$ cat config.mk
export PLATFORM = sky130hd
export DESIGN_NAME = cssp_top
export DESIGN_NICKNAME = d
export VERILOG_FILES = /design/src/rtl/cssp_pkg.sv /design/src/rtl/cssp_tick.sv /design/src/rtl/cssp_top.sv
export SDC_FILE = /design/constraint.sdc
export NUM_CORES = 1
export LEC_CHECK = 0
export ABC_AREA = 1
export BUFFER_PORTS_ARGS = -buffer_cell sky130_fd_sc_hd__buf_2
export CELL_PAD_IN_SITES_DETAIL_PLACEMENT = 0
export CELL_PAD_IN_SITES_GLOBAL_PLACEMENT = 2
export CORE_MARGIN = 2
export CORE_UTILIZATION = 37
export DETAILED_ROUTE_END_ITERATION = 10
export GPL_TIMING_DRIVEN = 1
export PLACE_DENSITY = 0.95
export SETUP_SLACK_MARGIN = 0.2
export SLEW_MARGIN = 20
export SYNTH_ARGS = -nofsm -noshare
export SYNTH_HDL_FRONTEND = slang
export SYNTH_SLANG_ARGS = --single-unit
$ cat constraint.sdc
create_clock -name SYS_CLK -period 25.2 [get_ports SYS_CLK]
set_input_delay 2.52 -clock SYS_CLK [delete_from_list [all_inputs] [get_ports SYS_CLK]]
set_output_delay 2.52 -clock SYS_CLK [all_outputs]
set_load 0.005 [all_outputs]
$ cat src/rtl/cssp_pkg.sv
/*
  Shared constants for the configurable serial slave port.
  Assumes a 40 MHz system clock.
*/
package cssp_pkg;
  localparam int CLK_HZ = 40000000;
  localparam int BAUD_4800 = 4800;
  localparam int BAUD_9600 = 9600;
  localparam int BAUD_19200 = 19200;
  localparam int BAUD_38400 = 38400;
  localparam int BAUD_115200 = 115200;
  // Oversampling by 16
  localparam int OVS = 16;
  localparam logic [2:0] BAUD_SEL_RST = 3'h1;
  localparam logic [1:0] PAR_SEL_RST = 2'h0;
  localparam logic STOP_SEL_RST = 1'h1;
  localparam logic [6:0] WAIT_MS_RST = 7'h14;
  localparam logic [6:0] WAIT_MS_MIN = 7'h05;
  localparam logic [6:0] WAIT_MS_MAX = 7'h63;
  localparam int MS_HZ = 1000;
  localparam int MS_CYCLES = CLK_HZ / MS_HZ;
  localparam int BLINK_SEC = 5;
  localparam int SEC_MS = 1000;
  localparam int HALF_SEC_MS = SEC_MS / 2;
  localparam logic [1:0] PAR_NONE = 2'h0;
  localparam logic [1:0] PAR_EVEN = 2'h1;
  localparam logic [1:0] PAR_ODD = 2'h2;
  localparam logic [1:0] PROTO_GENERIC = 2'h0;
  localparam logic [1:0] PROTO_PLC = 2'h1;
  localparam int DATA_BITS = 8;

  function automatic logic [15:0] baud_div(input logic [2:0] sel);
    int hz;
    case (sel)
      3'h0: hz = BAUD_4800;
      3'h2: hz = BAUD_19200;
      3'h3: hz = BAUD_38400;
      3'h4: hz = BAUD_115200;
      default: hz = BAUD_9600;
    endcase
    baud_div = 16'(CLK_HZ / (hz * OVS));
  endfunction

  function automatic logic par_bit(input logic [7:0] d, input logic [1:0] m);
    par_bit = (m == PAR_ODD) ? ~(^d) : (^d);
  endfunction
endpackage

$ cat src/rtl/cssp_tick.sv
/*
  Enable divider producing one-cycle pulses every DIV clock cycles.
  Assumes DIV is held stable while running.
*/
`timescale 1ns/1ps
module cssp_tick #(
  parameter int W = 16
) (
  input wire logic clk,
  input wire logic rst_n,
  input wire logic clr,
  input wire logic [W-1:0] div,
  output logic tick
);
  logic [W-1:0] cnt_reg, cnt_next;
  logic tick_reg, tick_next;

  always_comb begin
    cnt_next = cnt_reg + W'(1);
    tick_next = 1'b0;
    if (clr) begin
      cnt_next = '0;
    end else if (cnt_reg >= div - W'(1)) begin
      cnt_next = '0;
      tick_next = 1'b1;
    end
  end

  always_ff @(posedge clk or negedge rst_n) begin
    if (!rst_n) begin
      cnt_reg <= '0;
      tick_reg <= 1'b0;
    end else begin
      cnt_reg <= cnt_next;
      tick_reg <= tick_next;
    end
  end

  assign tick = tick_reg;
endmodule

$ cat src/rtl/cssp_top.sv
/*
  Serial slave port: 8-bit async receiver and transmitter with selectable
  rate, parity and stop bits, reply delay, write permit and hub role.
  Assumes frame decoding outside; RX_PIN comes from an external pin.
*/
// Notes on behaviour
// - Rate selector 0..4 gives 4800..115200 bps, default 9600.
// - A changed rate takes effect only after power cycle (reset).
// - Loader port mode always runs 9600 bps, ignores selector.
// - At power-up, rate indicator blinks each second for 5 s.
// - Parity selector: 0 none, 1 even, 2 odd; default none.
// - Parity bit makes ones count even or odd as chosen.
// - Stop selector 0 gives one stop bit, 1 gives two; default two.
// - Reply held off 5 to 99 ms after request; default 20 ms.
// - Write permit off rejects every parameter-changing request.
// - Read requests are always answered.
// - Addresses 1, 5, 9, 13 are group relay masters; others slaves.
// - Slave hub modules use PLC protocol, generic only from reset to the first clock; PROTO_OUT resets to generic.
// - Hub exchange held off until setup is complete.
// - Upstream hub port exposes protocol only; downstream own settings.
`timescale 1ns/1ps
module cssp_top
  import cssp_pkg::*;
#(
  parameter int BLINK_MS = BLINK_SEC * SEC_MS,
  parameter int MS_DIV = MS_CYCLES
) (
  input wire logic SYS_CLK,
  input wire logic RESET_N,
  input wire logic RX_PIN,
  output logic TX_PIN,
  output logic TX_OE,
  input wire logic [2:0] BAUD_SEL,
  input wire logic [1:0] PARITY_SEL,
  input wire logic STOP_SEL,
  input wire logic [6:0] WAIT_MS,
  input wire logic WRITE_PERMIT,
  input wire logic LOADER_MODE,
  input wire logic [3:0] UNIT_ADDR_SW,
  input wire logic SETUP_DONE,
  input wire logic [1:0] UP_PROTO_SEL,
  output logic [7:0] RX_DATA,
  output logic RX_VALID,
  output logic RX_PAR_ERR,
  output logic RX_FRAME_ERR,
  input wire logic REQ_DONE,
  input wire logic REQ_IS_WRITE,
  output logic REQ_REJECT,
  input wire logic [7:0] TX_DATA,
  input wire logic TX_START,
  output logic TX_READY,
  output logic [4:0] RATE_LED,
  output logic GROUP_MASTER,
  output logic [1:0] PROTO_OUT,
  output logic EXCHANGE_EN
);
  typedef enum logic [3:0] {
    RX_IDLE = 4'h1, RX_START = 4'h2, RX_DATA_S = 4'h4, RX_STOP = 4'h8
  } cssp_rx_t;
  typedef enum logic [4:0] {
    TX_IDLE = 5'h01, TX_WAIT = 5'h02, TX_BITS = 5'h04,
    TX_HOLD = 5'h08, TX_END = 5'h10
  } cssp_tx_t;

  // Pin synchroniser
  logic rx_s1_reg, rx_s2_reg, rx_s3_reg;
  always_ff @(posedge SYS_CLK or negedge RESET_N) begin
    if (!RESET_N) begin
      rx_s1_reg <= 1'b1;
      rx_s2_reg <= 1'b1;
      rx_s3_reg <= 1'b1;
    end else begin
      rx_s1_reg <= RX_PIN;
      rx_s2_reg <= rx_s1_reg;
      rx_s3_reg <= rx_s2_reg;
    end
  end

  // Settings latched once after reset release
  logic latched_reg, latched_next;
  logic [2:0] rate_reg, rate_next;
  logic [1:0] par_reg, par_next;
  logic stop_reg, stop_next;
  always_comb begin
    latched_next = 1'b1;
    rate_next = rate_reg;
    par_next = par_reg;
    stop_next = stop_reg;
    if (!latched_reg) begin
      rate_next = LOADER_MODE ? BAUD_SEL_RST : BAUD_SEL;
      par_next = PARITY_SEL;
      stop_next = STOP_SEL;
    end
    if (rate_next > 3'h4) begin
      rate_next = BAUD_SEL_RST;
    end
    // Unused parity code falls back to none
    if (par_next == 2'h3) begin
      par_next = PAR_SEL_RST;
    end
  end
  always_ff @(posedge SYS_CLK or negedge RESET_N) begin
    if (!RESET_N) begin
      latched_reg <= 1'b0;
      rate_reg <= BAUD_SEL_RST;
      par_reg <= PAR_SEL_RST;
      stop_reg <= STOP_SEL_RST;
    end else begin
      latched_reg <= latched_next;
      rate_reg <= rate_next;
      par_reg <= par_next;
      stop_reg <= stop_next;
    end
  end

  // Oversample tick and millisecond tick
  logic os_tick, ms_tick;
  cssp_tick #(.W(16)) u_os (
    .clk(SYS_CLK),
    .rst_n(RESET_N),
    .clr(1'b0),
    .div(baud_div(rate_reg)),
    .tick(os_tick)
  );
  cssp_tick #(.W(16)) u_ms (
    .clk(SYS_CLK),
    .rst_n(RESET_N),
    .clr(1'b0),
    .div(16'(MS_DIV)),
    .tick(ms_tick)
  );

  // Receiver
  cssp_rx_t rx_st_reg, rx_st_next;
  logic [3:0] rx_os_reg, rx_os_next;
  logic [3:0] rx_bit_reg, rx_bit_next;
  logic [8:0] rx_sh_reg, rx_sh_next;
  logic [7:0] rxd_reg, rxd_next;
  logic rxv_reg, rxv_next, pe_reg, pe_next, fe_reg, fe_next;
  logic [3:0] rx_nbits;
  assign rx_nbits = (par_reg == PAR_NONE) ? 4'h8 : 4'h9;
  always_comb begin
    rx_st_next = rx_st_reg;
    rx_os_next = rx_os_reg;
    rx_bit_next = rx_bit_reg;
    rx_sh_next = rx_sh_reg;
    rxd_next = rxd_reg;
    rxv_next = 1'b0;
    pe_next = pe_reg;
    fe_next = fe_reg;
    case (rx_st_reg)
      RX_IDLE: begin
        rx_os_next = '0;
        // Falling edge only; a low bad stop starts nothing
        if (!rx_s2_reg && rx_s3_reg) begin
          rx_st_next = RX_START;
        end
      end
      RX_START: begin
        if (os_tick) begin
          rx_os_next = rx_os_reg + 4'h1;
          if (rx_os_reg == 4'h7) begin
            rx_os_next = '0;
            rx_bit_next = '0;
            rx_st_next = rx_s2_reg ? RX_IDLE : RX_DATA_S;
          end
        end
      end
      RX_DATA_S: begin
        if (os_tick) begin
          rx_os_next = rx_os_reg + 4'h1;
          if (rx_os_reg == 4'hf) begin
            rx_sh_next = {rx_s2_reg, rx_sh_reg[8:1]};
            rx_bit_next = rx_bit_reg + 4'h1;
            if (rx_bit_reg == rx_nbits - 4'h1) begin
              rx_st_next = RX_STOP;
            end
          end
        end
      end
      RX_STOP: begin
        if (os_tick) begin
          rx_os_next = rx_os_reg + 4'h1;
          if (rx_os_reg == 4'hf) begin
            rx_st_next = RX_IDLE;
            rxd_next = (par_reg == PAR_NONE) ? rx_sh_reg[8:1]
                                              : rx_sh_reg[7:0];
            fe_next = !rx_s2_reg;
            pe_next = (par_reg != PAR_NONE) &&
              (par_bit(rx_sh_reg[7:0], par_reg) != rx_sh_reg[8]);
            rxv_next = rx_s2_reg && !((par_reg != PAR_NONE) &&
              (par_bit(rx_sh_reg[7:0], par_reg) != rx_sh_reg[8]));
          end
        end
      end
      default: rx_st_next = RX_IDLE;
    endcase
  end
  always_ff @(posedge SYS_CLK or negedge RESET_N) begin
    if (!RESET_N) begin
      rx_st_reg <= RX_IDLE;
      rx_os_reg <= '0;
      rx_bit_reg <= '0;
      rx_sh_reg <= '0;
      rxd_reg <= '0;
      rxv_reg <= 1'b0;
      pe_reg <= 1'b0;
      fe_reg <= 1'b0;
    end else begin
      rx_st_reg <= rx_st_next;
      rx_os_reg <= rx_os_next;
      rx_bit_reg <= rx_bit_next;
      rx_sh_reg <= rx_sh_next;
      rxd_reg <= rxd_next;
      rxv_reg <= rxv_next;
      pe_reg <= pe_next;
      fe_reg <= fe_next;
    end
  end

  // Reply delay and write permit
  logic [6:0] wait_lim;
  assign wait_lim = (WAIT_MS < WAIT_MS_MIN) ? WAIT_MS_MIN :
                    (WAIT_MS > WAIT_MS_MAX) ? WAIT_MS_MAX : WAIT_MS;
  logic armed_reg, armed_next, rej_reg, rej_next;
  logic [6:0] wcnt_reg, wcnt_next;
  cssp_tx_t tx_st_reg, tx_st_next;
  logic [3:0] tx_os_reg, tx_os_next, tx_bit_reg, tx_bit_next;
  logic [10:0] tx_sh_reg, tx_sh_next;
  logic txp_reg, txp_next, txoe_reg, txoe_next;
  logic [3:0] tx_nbits;
  assign tx_nbits = 4'h9 + ((par_reg == PAR_NONE) ? 4'h0 : 4'h1) +
                    (stop_reg ? 4'h2 : 4'h1);
  always_comb begin
    armed_next = armed_reg;
    rej_next = 1'b0;
    wcnt_next = wcnt_reg;
    tx_st_next = tx_st_reg;
    tx_os_next = tx_os_reg;
    tx_bit_next = tx_bit_reg;
    tx_sh_next = tx_sh_reg;
    txp_next = txp_reg;
    txoe_next = txoe_reg;
    if (REQ_DONE) begin
      if (REQ_IS_WRITE && !WRITE_PERMIT) begin
        rej_next = 1'b1;
      end
      armed_next = 1'b1;
      wcnt_next = '0;
    end else if (armed_reg && ms_tick && wcnt_reg < wait_lim) begin
      wcnt_next = wcnt_reg + 7'h1;
    end
    case (tx_st_reg)
      TX_IDLE: begin
        if (TX_START) begin
          tx_sh_next = {2'h3, par_bit(TX_DATA, par_reg), TX_DATA};
          tx_st_next = TX_WAIT;
        end
      end
      TX_WAIT: begin
        if (armed_reg && wcnt_reg >= wait_lim && os_tick) begin
          armed_next = 1'b0;
          txoe_next = 1'b1;
          txp_next = 1'b0;
          tx_os_next = '0;
          tx_bit_next = '0;
          tx_st_next = TX_BITS;
        end
      end
      TX_BITS: begin
        if (os_tick) begin
          tx_os_next = tx_os_reg + 4'h1;
          if (tx_os_reg == 4'hf) begin
            tx_bit_next = tx_bit_reg + 4'h1;
            if (tx_bit_reg == tx_nbits - 4'h2) begin
              tx_st_next = TX_END;
            end
            txp_next = (tx_bit_reg < 4'h8) ? tx_sh_reg[tx_bit_reg[2:0]] :
              ((tx_bit_reg == 4'h8 && par_reg != PAR_NONE) ?
               tx_sh_reg[8] : 1'b1);
          end
        end
      end
      TX_END: begin
        if (os_tick) begin
          tx_os_next = tx_os_reg + 4'h1;
          if (tx_os_reg == 4'hf) begin
            txoe_next = 1'b0;
            tx_st_next = TX_IDLE;
          end
        end
      end
      default: tx_st_next = TX_IDLE;
    endcase
  end
  always_ff @(posedge SYS_CLK or negedge RESET_N) begin
    if (!RESET_N) begin
      armed_reg <= 1'b0;
      rej_reg <= 1'b0;
      wcnt_reg <= '0;
      tx_st_reg <= TX_IDLE;
      tx_os_reg <= '0;
      tx_bit_reg <= '0;
      tx_sh_reg <= '0;
      txp_reg <= 1'b1;
      txoe_reg <= 1'b0;
    end else begin
      armed_reg <= armed_next;
      rej_reg <= rej_next;
      wcnt_reg <= wcnt_next;
      tx_st_reg <= tx_st_next;
      tx_os_reg <= tx_os_next;
      tx_bit_reg <= tx_bit_next;
      tx_sh_reg <= tx_sh_next;
      txp_reg <= txp_next;
      txoe_reg <= txoe_next;
    end
  end

  // Power-up rate indicator and hub role
  logic [15:0] blink_reg, blink_next;
  logic [4:0] led_reg, led_next;
  logic gm_reg, gm_next, exch_reg, exch_next;
  logic [1:0] proto_reg, proto_next;
  always_comb begin
    blink_next = blink_reg;
    led_next = '0;
    if (ms_tick && blink_reg < 16'(BLINK_MS)) begin
      blink_next = blink_reg + 16'h1;
    end
    if (blink_reg < 16'(BLINK_MS) &&
        (blink_reg % 16'(SEC_MS)) < 16'(HALF_SEC_MS)) begin
      led_next[rate_reg] = 1'b1;
    end
    gm_next = (UNIT_ADDR_SW[1:0] == 2'h1);
    proto_next = gm_next ? UP_PROTO_SEL : PROTO_PLC;
    exch_next = SETUP_DONE;
  end
  always_ff @(posedge SYS_CLK or negedge RESET_N) begin
    if (!RESET_N) begin
      blink_reg <= '0;
      led_reg <= '0;
      gm_reg <= 1'b0;
      proto_reg <= PROTO_GENERIC;
      exch_reg <= 1'b0;
    end else begin
      blink_reg <= blink_next;
      led_reg <= led_next;
      gm_reg <= gm_next;
      proto_reg <= proto_next;
      exch_reg <= exch_next;
    end
  end

  assign TX_PIN = txp_reg;
  assign TX_OE = txoe_reg;
  assign RX_DATA = rxd_reg;
  assign RX_VALID = rxv_reg;
  assign RX_PAR_ERR = pe_reg;
  assign RX_FRAME_ERR = fe_reg;
  assign REQ_REJECT = rej_reg;
  // Idle bit of the one-hot state
  assign TX_READY = tx_st_reg[0];
  assign RATE_LED = led_reg;
  assign GROUP_MASTER = gm_reg;
  assign PROTO_OUT = proto_reg;
  assign EXCHANGE_EN = exch_reg;
endmodule

After elaboration in Yosys (flattened, before gate mapping)
Cells that the tools add are included.
Widths: inputs -> output; s select.
{"block": "word_totals", "regBits": 134, "latch_bits": 0, "ramBits": 0, "romBits": 0, "out_inout_bits": 24, "memories": 0}
{"block": "op_classes", "addsub": 13, "multipliers": 0, "n_div": 2, "magnitude_cmp": 13, "n_eq_ne": 38, "shifts": 0, "mux": 77, "bitwise": 2, "n_reduce_logical": 38}
{"operator": "$mux 4", "n": 19}
{"operator": "$pmux 17 s4", "n": 1}
{"operator": "$add 16x1->16 const B", "n": 3}
{"operator": "$mux 5", "n": 8}
{"operator": "$div 27x32->32 const A", "n": 1}
{"operator": "$mux 16", "n": 2}
{"operator": "$mux 7", "n": 4}
{"operator": "$mux 1", "n": 24}
{"operator": "$pmux 4 s2", "n": 3}
{"operator": "$ne 2x2->1 const B", "n": 10}
{"operator": "$pmux 5 s4", "n": 1}
{"operator": "$add 4x1->4 const B", "n": 4}
{"operator": "$eq 4x4->1 const B", "n": 4}
{"operator": "$ge 16x16->1", "n": 1}
{"operator": "$ge 16x16->1 const B", "n": 1}
{"operator": "$lt 16x13->1 const B", "n": 1}
{"operator": "$lt 16x9->1 const B", "n": 1}
{"operator": "$mod 16x10->16 const B", "n": 1}
{"operator": "$pmux 4 s4", "n": 1}
{"operator": "$reduce_xor 8->1", "n": 2}
{"operator": "$sub 16x1->16 const B", "n": 1}
{"operator": "$ne 2x1->1 const B", "n": 7}
{"operator": "$logic_and 1x1->1", "n": 12}
{"operator": "$mux 3", "n": 4}
{"operator": "other kinds (46)", "n": 67}

Logic depth before layout (Yosys ltp)
{"block": "depth", "depth_word": 10, "mapped_depth": 166}

Cells and area by module
A second synthesis with hierarchy kept.
{"block": "hier_totals", "hier_cells": 2107, "hier_area_um2": 14208.6}
{"module": "cssp_top", "instances": 1, "cells_per_inst": 1662, "area_each_um2": 11016.8, "seq_area_each_um2": 2487.4}
{"module": "cssp_tick (u_ms)", "instances": 1, "cells_per_inst": 226, "area_each_um2": 1644.1, "seq_area_each_um2": 425.4}
{"module": "cssp_tick (u_os)", "instances": 1, "cells_per_inst": 219, "area_each_um2": 1547.7, "seq_area_each_um2": 425.4}

Worst setup path before layout
No wires, ideal clock.
{"block": "synth_path", "path_kind": "register to register", "from": "register rate_reg[0]", "to": "register u_os.cnt_reg[11]", "setup_ps": 88, "t_arrival_ps": 19423, "t_required_ps": 25112, "setup_slack_ps": 5689, "path_stages_with_launch": 141, "n_path_buf": 13, "synth_period_minus_slack_ps": 19511, "cell_sequence": "dfstp_2 nand2_1 nand2_2 clkbuf_8 clkbuf_1 buf_1 clkbuf_1 nor2_1 ha_1 nand3_1 nand2_1 xnor2_1 o21ai_2 ha_1 inv_1 nand3_2 nand2_2 nand2_4 (+105 left out) clkinv_1 ha_1 ha_1 a21boi_0 o21a_1 o21a_1 o21a_1 o21a_1 o21a_1 o21ai_0 nand2_1 a21oi_1 nor2_1 o31a_1 o2111ai_1 nand2_1 clkbuf_1 nor3b_1"}
{"block": "synth_between", "elab_chain_len": 6, "word_cells_on_any_way": 9, "cone_classes": "add/sub (1); div (1); order compare (1); eq/ne (3); mux (2); reduce/logical (1)"}
{"item": "from (decl)", "line": "cssp_top.sv:81", "rtl": "logic [2:0] rate_reg, rate_next;"}
{"item": "from (signal assigned)", "line": "cssp_top.sv:110", "rtl": "rate_reg <= rate_next;"}
{"item": "$eq 3x3->1 (tied with other cells)", "line": "cssp_pkg.sv:34", "rtl": "case (sel)"}
{"item": "$pmux 17 s4 *", "line": "cssp_pkg.sv:34"}
{"item": "$div 27x32->32 *", "line": "cssp_pkg.sv:41", "rtl": "baud_div = 16'(CLK_HZ / (hz * OVS));"}
{"item": "$sub 16x1->16 *", "line": "cssp_tick.sv:23", "rtl": "end else if (cnt_reg >= div - W'(1)) begin"}
{"item": "$ge 16x16->1 *", "line": "cssp_tick.sv:23"}
{"item": "$mux 16 *", "line": "cssp_tick.sv:23"}
{"item": "named net u_os.cnt_next[11]", "line": "cssp_tick.sv:15", "rtl": "logic [W-1:0] cnt_reg, cnt_next;"}
{"item": "to (signal assigned)", "line": "cssp_tick.sv:34", "rtl": "cnt_reg <= cnt_next;"}
{"item": "to (decl)", "line": "cssp_tick.sv:15"}
Mark *: on every way through the listed nets, which the timed path passes. The rest lies on a longest branch.
A chain may end at the register's enable or synchronous reset.

Final worst setup path
{"block": "layout_path", "from": "register rate_reg[1]", "to": "register u_os.cnt_reg[8]"}
Same word-level chain as after synthesis.

==> impl_metrics.yaml <==
run_status:
  status: "complete, no violations"
global_route:
  grt_pass1_wl_um: 58900
  gr-total-overflow: 0
  antenna_found_initial: 0
  grt_pass1_vias: 12000
  grt_max_degree: 71
  grt_util_all_layers_pct: 18.6
placement:
  hpwlAfterDp_um: 26800
  gp_congestion: 0.843
  dpl_worst_slack_ns: 2.13
  port_buffers: 57
floorplanning:
  ios: 60
  die_area_mm2: 0.0384
  num_rows: 70
  start_util_pct: 37.4
  core-area_mm2: 0.0364
  die_y_um: 196
  die_w_um: 196
routing:
  drt_first_pass_iters: 5
  routed_wl_um: 34900
  remaining_drc_errors: 0
  vias_per_cell: 5.04
  drt_iter0_markers: 609
  via_count: 12600
  drt-wirelength-per-cell_um: 13.9
  ant_nets: 0
timing:
  worstMarginPinSlew_ns: 1.10
  period_share_pct: 89.3
  finalHoldViolations: 0
  clock.fmax_mhz: 44.4
  setup_tns_ns: 0
  period_needed_ns: 22.51
  fin_skew_ns: 0.0208
  drv_slew: 0
  setup_viol: 0
  slew_headroom_pct: 26.7
  rsz0062_at_grt: "no"
  setup_slack_ns: 2.69
logic_synthesis:
  synth.net_count: 2123
  synth_mux_area_share_pct: 1.05
  synth-adder-area-share_pct: 10.9
  synth_top_cell_by_area: "dfrtp_1"
  syn_area_mm2: 0.0136
  yosysWarnings: 0
  synthTopCellsByArea: "dfrtp_1 23%, nand2_1 11%, ha_1 11%"
  synth-xor-area-share_pct: 5.83
  synth-edff-count: 0
  async_reset_ff_share_pct: 100
  ys.flop_type: "dfrtp_1"
  yosysSeqAreaShare_pct: 24.5
  synth_compound_area_share_pct: 12.5
  syn-instance-count: 1968
  synth.top_cell.area_share_pct: 22.9
  ys_seq_elements: 133
  syn_avg_cell_area_um2: 6.93
  yosys.area_share.simple_pct: 34.8
  synth_cell_type_count: 73
  synth_top_family_by_area: "simple AND/OR/NAND/NOR gates"
cts:
  root_buffer: "clkbuf_16"
  numCtsBuffers: 17
  cts_buffer_depth: 2
  hold_buffers: 0
  cts_tree: "built"
  htreeDepth: 4
  worstSkewPairLatency_ns: 0.43
  clock-sinks: 133
  path_clk_slew_ns: 0.06
final_layout:
  layout.nets: 2177
  syn_to_final_growth_pct: 9.60
  diodes: 0
  layout_common_cells: "417 x nand2_1, 283 x inv_1, 212 x nor2_1"
  drive_gt1_share_pct: 12.2
  final_common_cell: "nand2_1"
setup_path:
  cp_slowest_stage_delay_ns: 0.46
  cp_slowest_cell: "ha_1"
  crit_start: "rate_reg[1]$_DFF_PN0_"
  crit_arrival_ns: 22.83
  path_class: "register to register"
  worstPathMaxFanout: 22
  cp-start-kind: "register"
  end_kind: "register"
  crit_path_frequent_cell: "nand2_1"
  required_ns: 25.52
  reg2reg_from: "rate_reg[1]$_DFF_PN0_"
job:
  drv_cap: 0
worst_hold_path:
  min_from: "rx_s1_reg$_DFF_PN1_"
  min_path_type: "register to register"
## worst max-delay path, delay by kind of cell (launching register included)
kind | cells | cell delay, ns
DFF | 1 | 0.45
and+or+nand+nor | 63 | 8.15
adders and majority gates | 16 | 4.63
AOI/OAI and AO/OA | 34 | 5.87
buffers and inverters | 24 | 2.93
xor gates and xnor gates | 2 | 0.36
## kinds of logic (layout without fill, tap and decap cells)
| family | after synthesis | after routing |
|---|---|---|
| simple gates | 980 | 980 |
| buf+inv | 340 | 407 |
| compound gates | 291 | 291 |
| flops | 133 | 133 |
| fa+ha+maj | 119 | 119 |
| xor+xnor | 90 | 90 |
| mux | 13 | 13 |
| other cells | 2 | 2 |
## metrics by stage
| stage | util, % | area, um^2 | hold WS (ns) | cells |
|---|---|---|---|---|
| finish | 41.0 | 15000 | 0.356 | 2503 |
| global route | 41.0 | 15000 | 0.358 | 2503 |
| global placement | 39.3 | 14300 | 0.346 | 2466 |
| detailed placement | 39.3 | 14300 | 0.348 | 2466 |
| CTS | 40.9 | 14900 | 0.356 | 2498 |
| floorplan | - | 13600 | 0.345 | 1968 |
## cells in the mapped netlist (7+ instances only)
cell	number
nand2_4	19
o21bai_1	8
xor2_1	59
nand2_1	417
nor3b_1	20
clkbuf_1	19
dfstp_2	8
ha_1	119
a21oi_1	69
nand3_2	13
mux2_2	11
buf_6	8
o21ai_0	111
nor2_1	212
a31oi_1	24
dfrtp_1	125
o211ai_1	8
o22ai_1	7
nor3_1	51
inv_2	13
nand4_1	31
nand2_2	27
xnor2_1	30
nand3_1	124
nor4_1	7
inv_1	283
nor2_2	7
o21ai_1	13
nor2_4	15
o21a_1	8
## path summary, 6_finish.rpt
kind	depth (start not counted)	slack, ns	end
min reg2reg	0	0.36	rx_s2_reg$_DFF_PN1_
min in group asynchronous	1	2.06	rx_sh_reg[1]$_DFFE_PN0P_
min	0	0.36	rx_s2_reg$_DFF_PN1_
max in group asynchronous	2	21.82	u_os.cnt_reg[12]$_DFF_PN0_
max reg2reg	139	2.69	u_os.cnt_reg[8]$_DFF_PN0_
max	139	2.69	u_os.cnt_reg[8]$_DFF_PN0_
## cell type report
cell class	count	area, um^2
Inverter	302	1140
Fill cell	3806	21500
Tap cell	468	586
Clock buffer	24	482
Clock inverter	8	100
Multi-Input combinational cell	1495	8900
Sequential cell	133	3340
Timing Repair Buffer	73	412
## what timing repair did
| item | in CTS | in global routing |
|---|---|---|
| gates resized for setup | 0 | 1 |
| setup endpoints to repair | 0 | 17 |
| buffers inserted | 0 | 5 |
## routing by layer
metal | track usage (%) | part of all wire [%] | vias to the layer above
li1 | - | - | 6556
met1 | 24.8 | 49 | 5826
met2 | 31.8 | 47 | 190
met3 | 1.93 | 2.2 | 45
met4 | 5.56 | 2.0 | 0
met5 | 0 | 0 | -
Power is not shown: default switching activity piles up to over one toggle a cycle in this logic, so the estimate is an artifact.
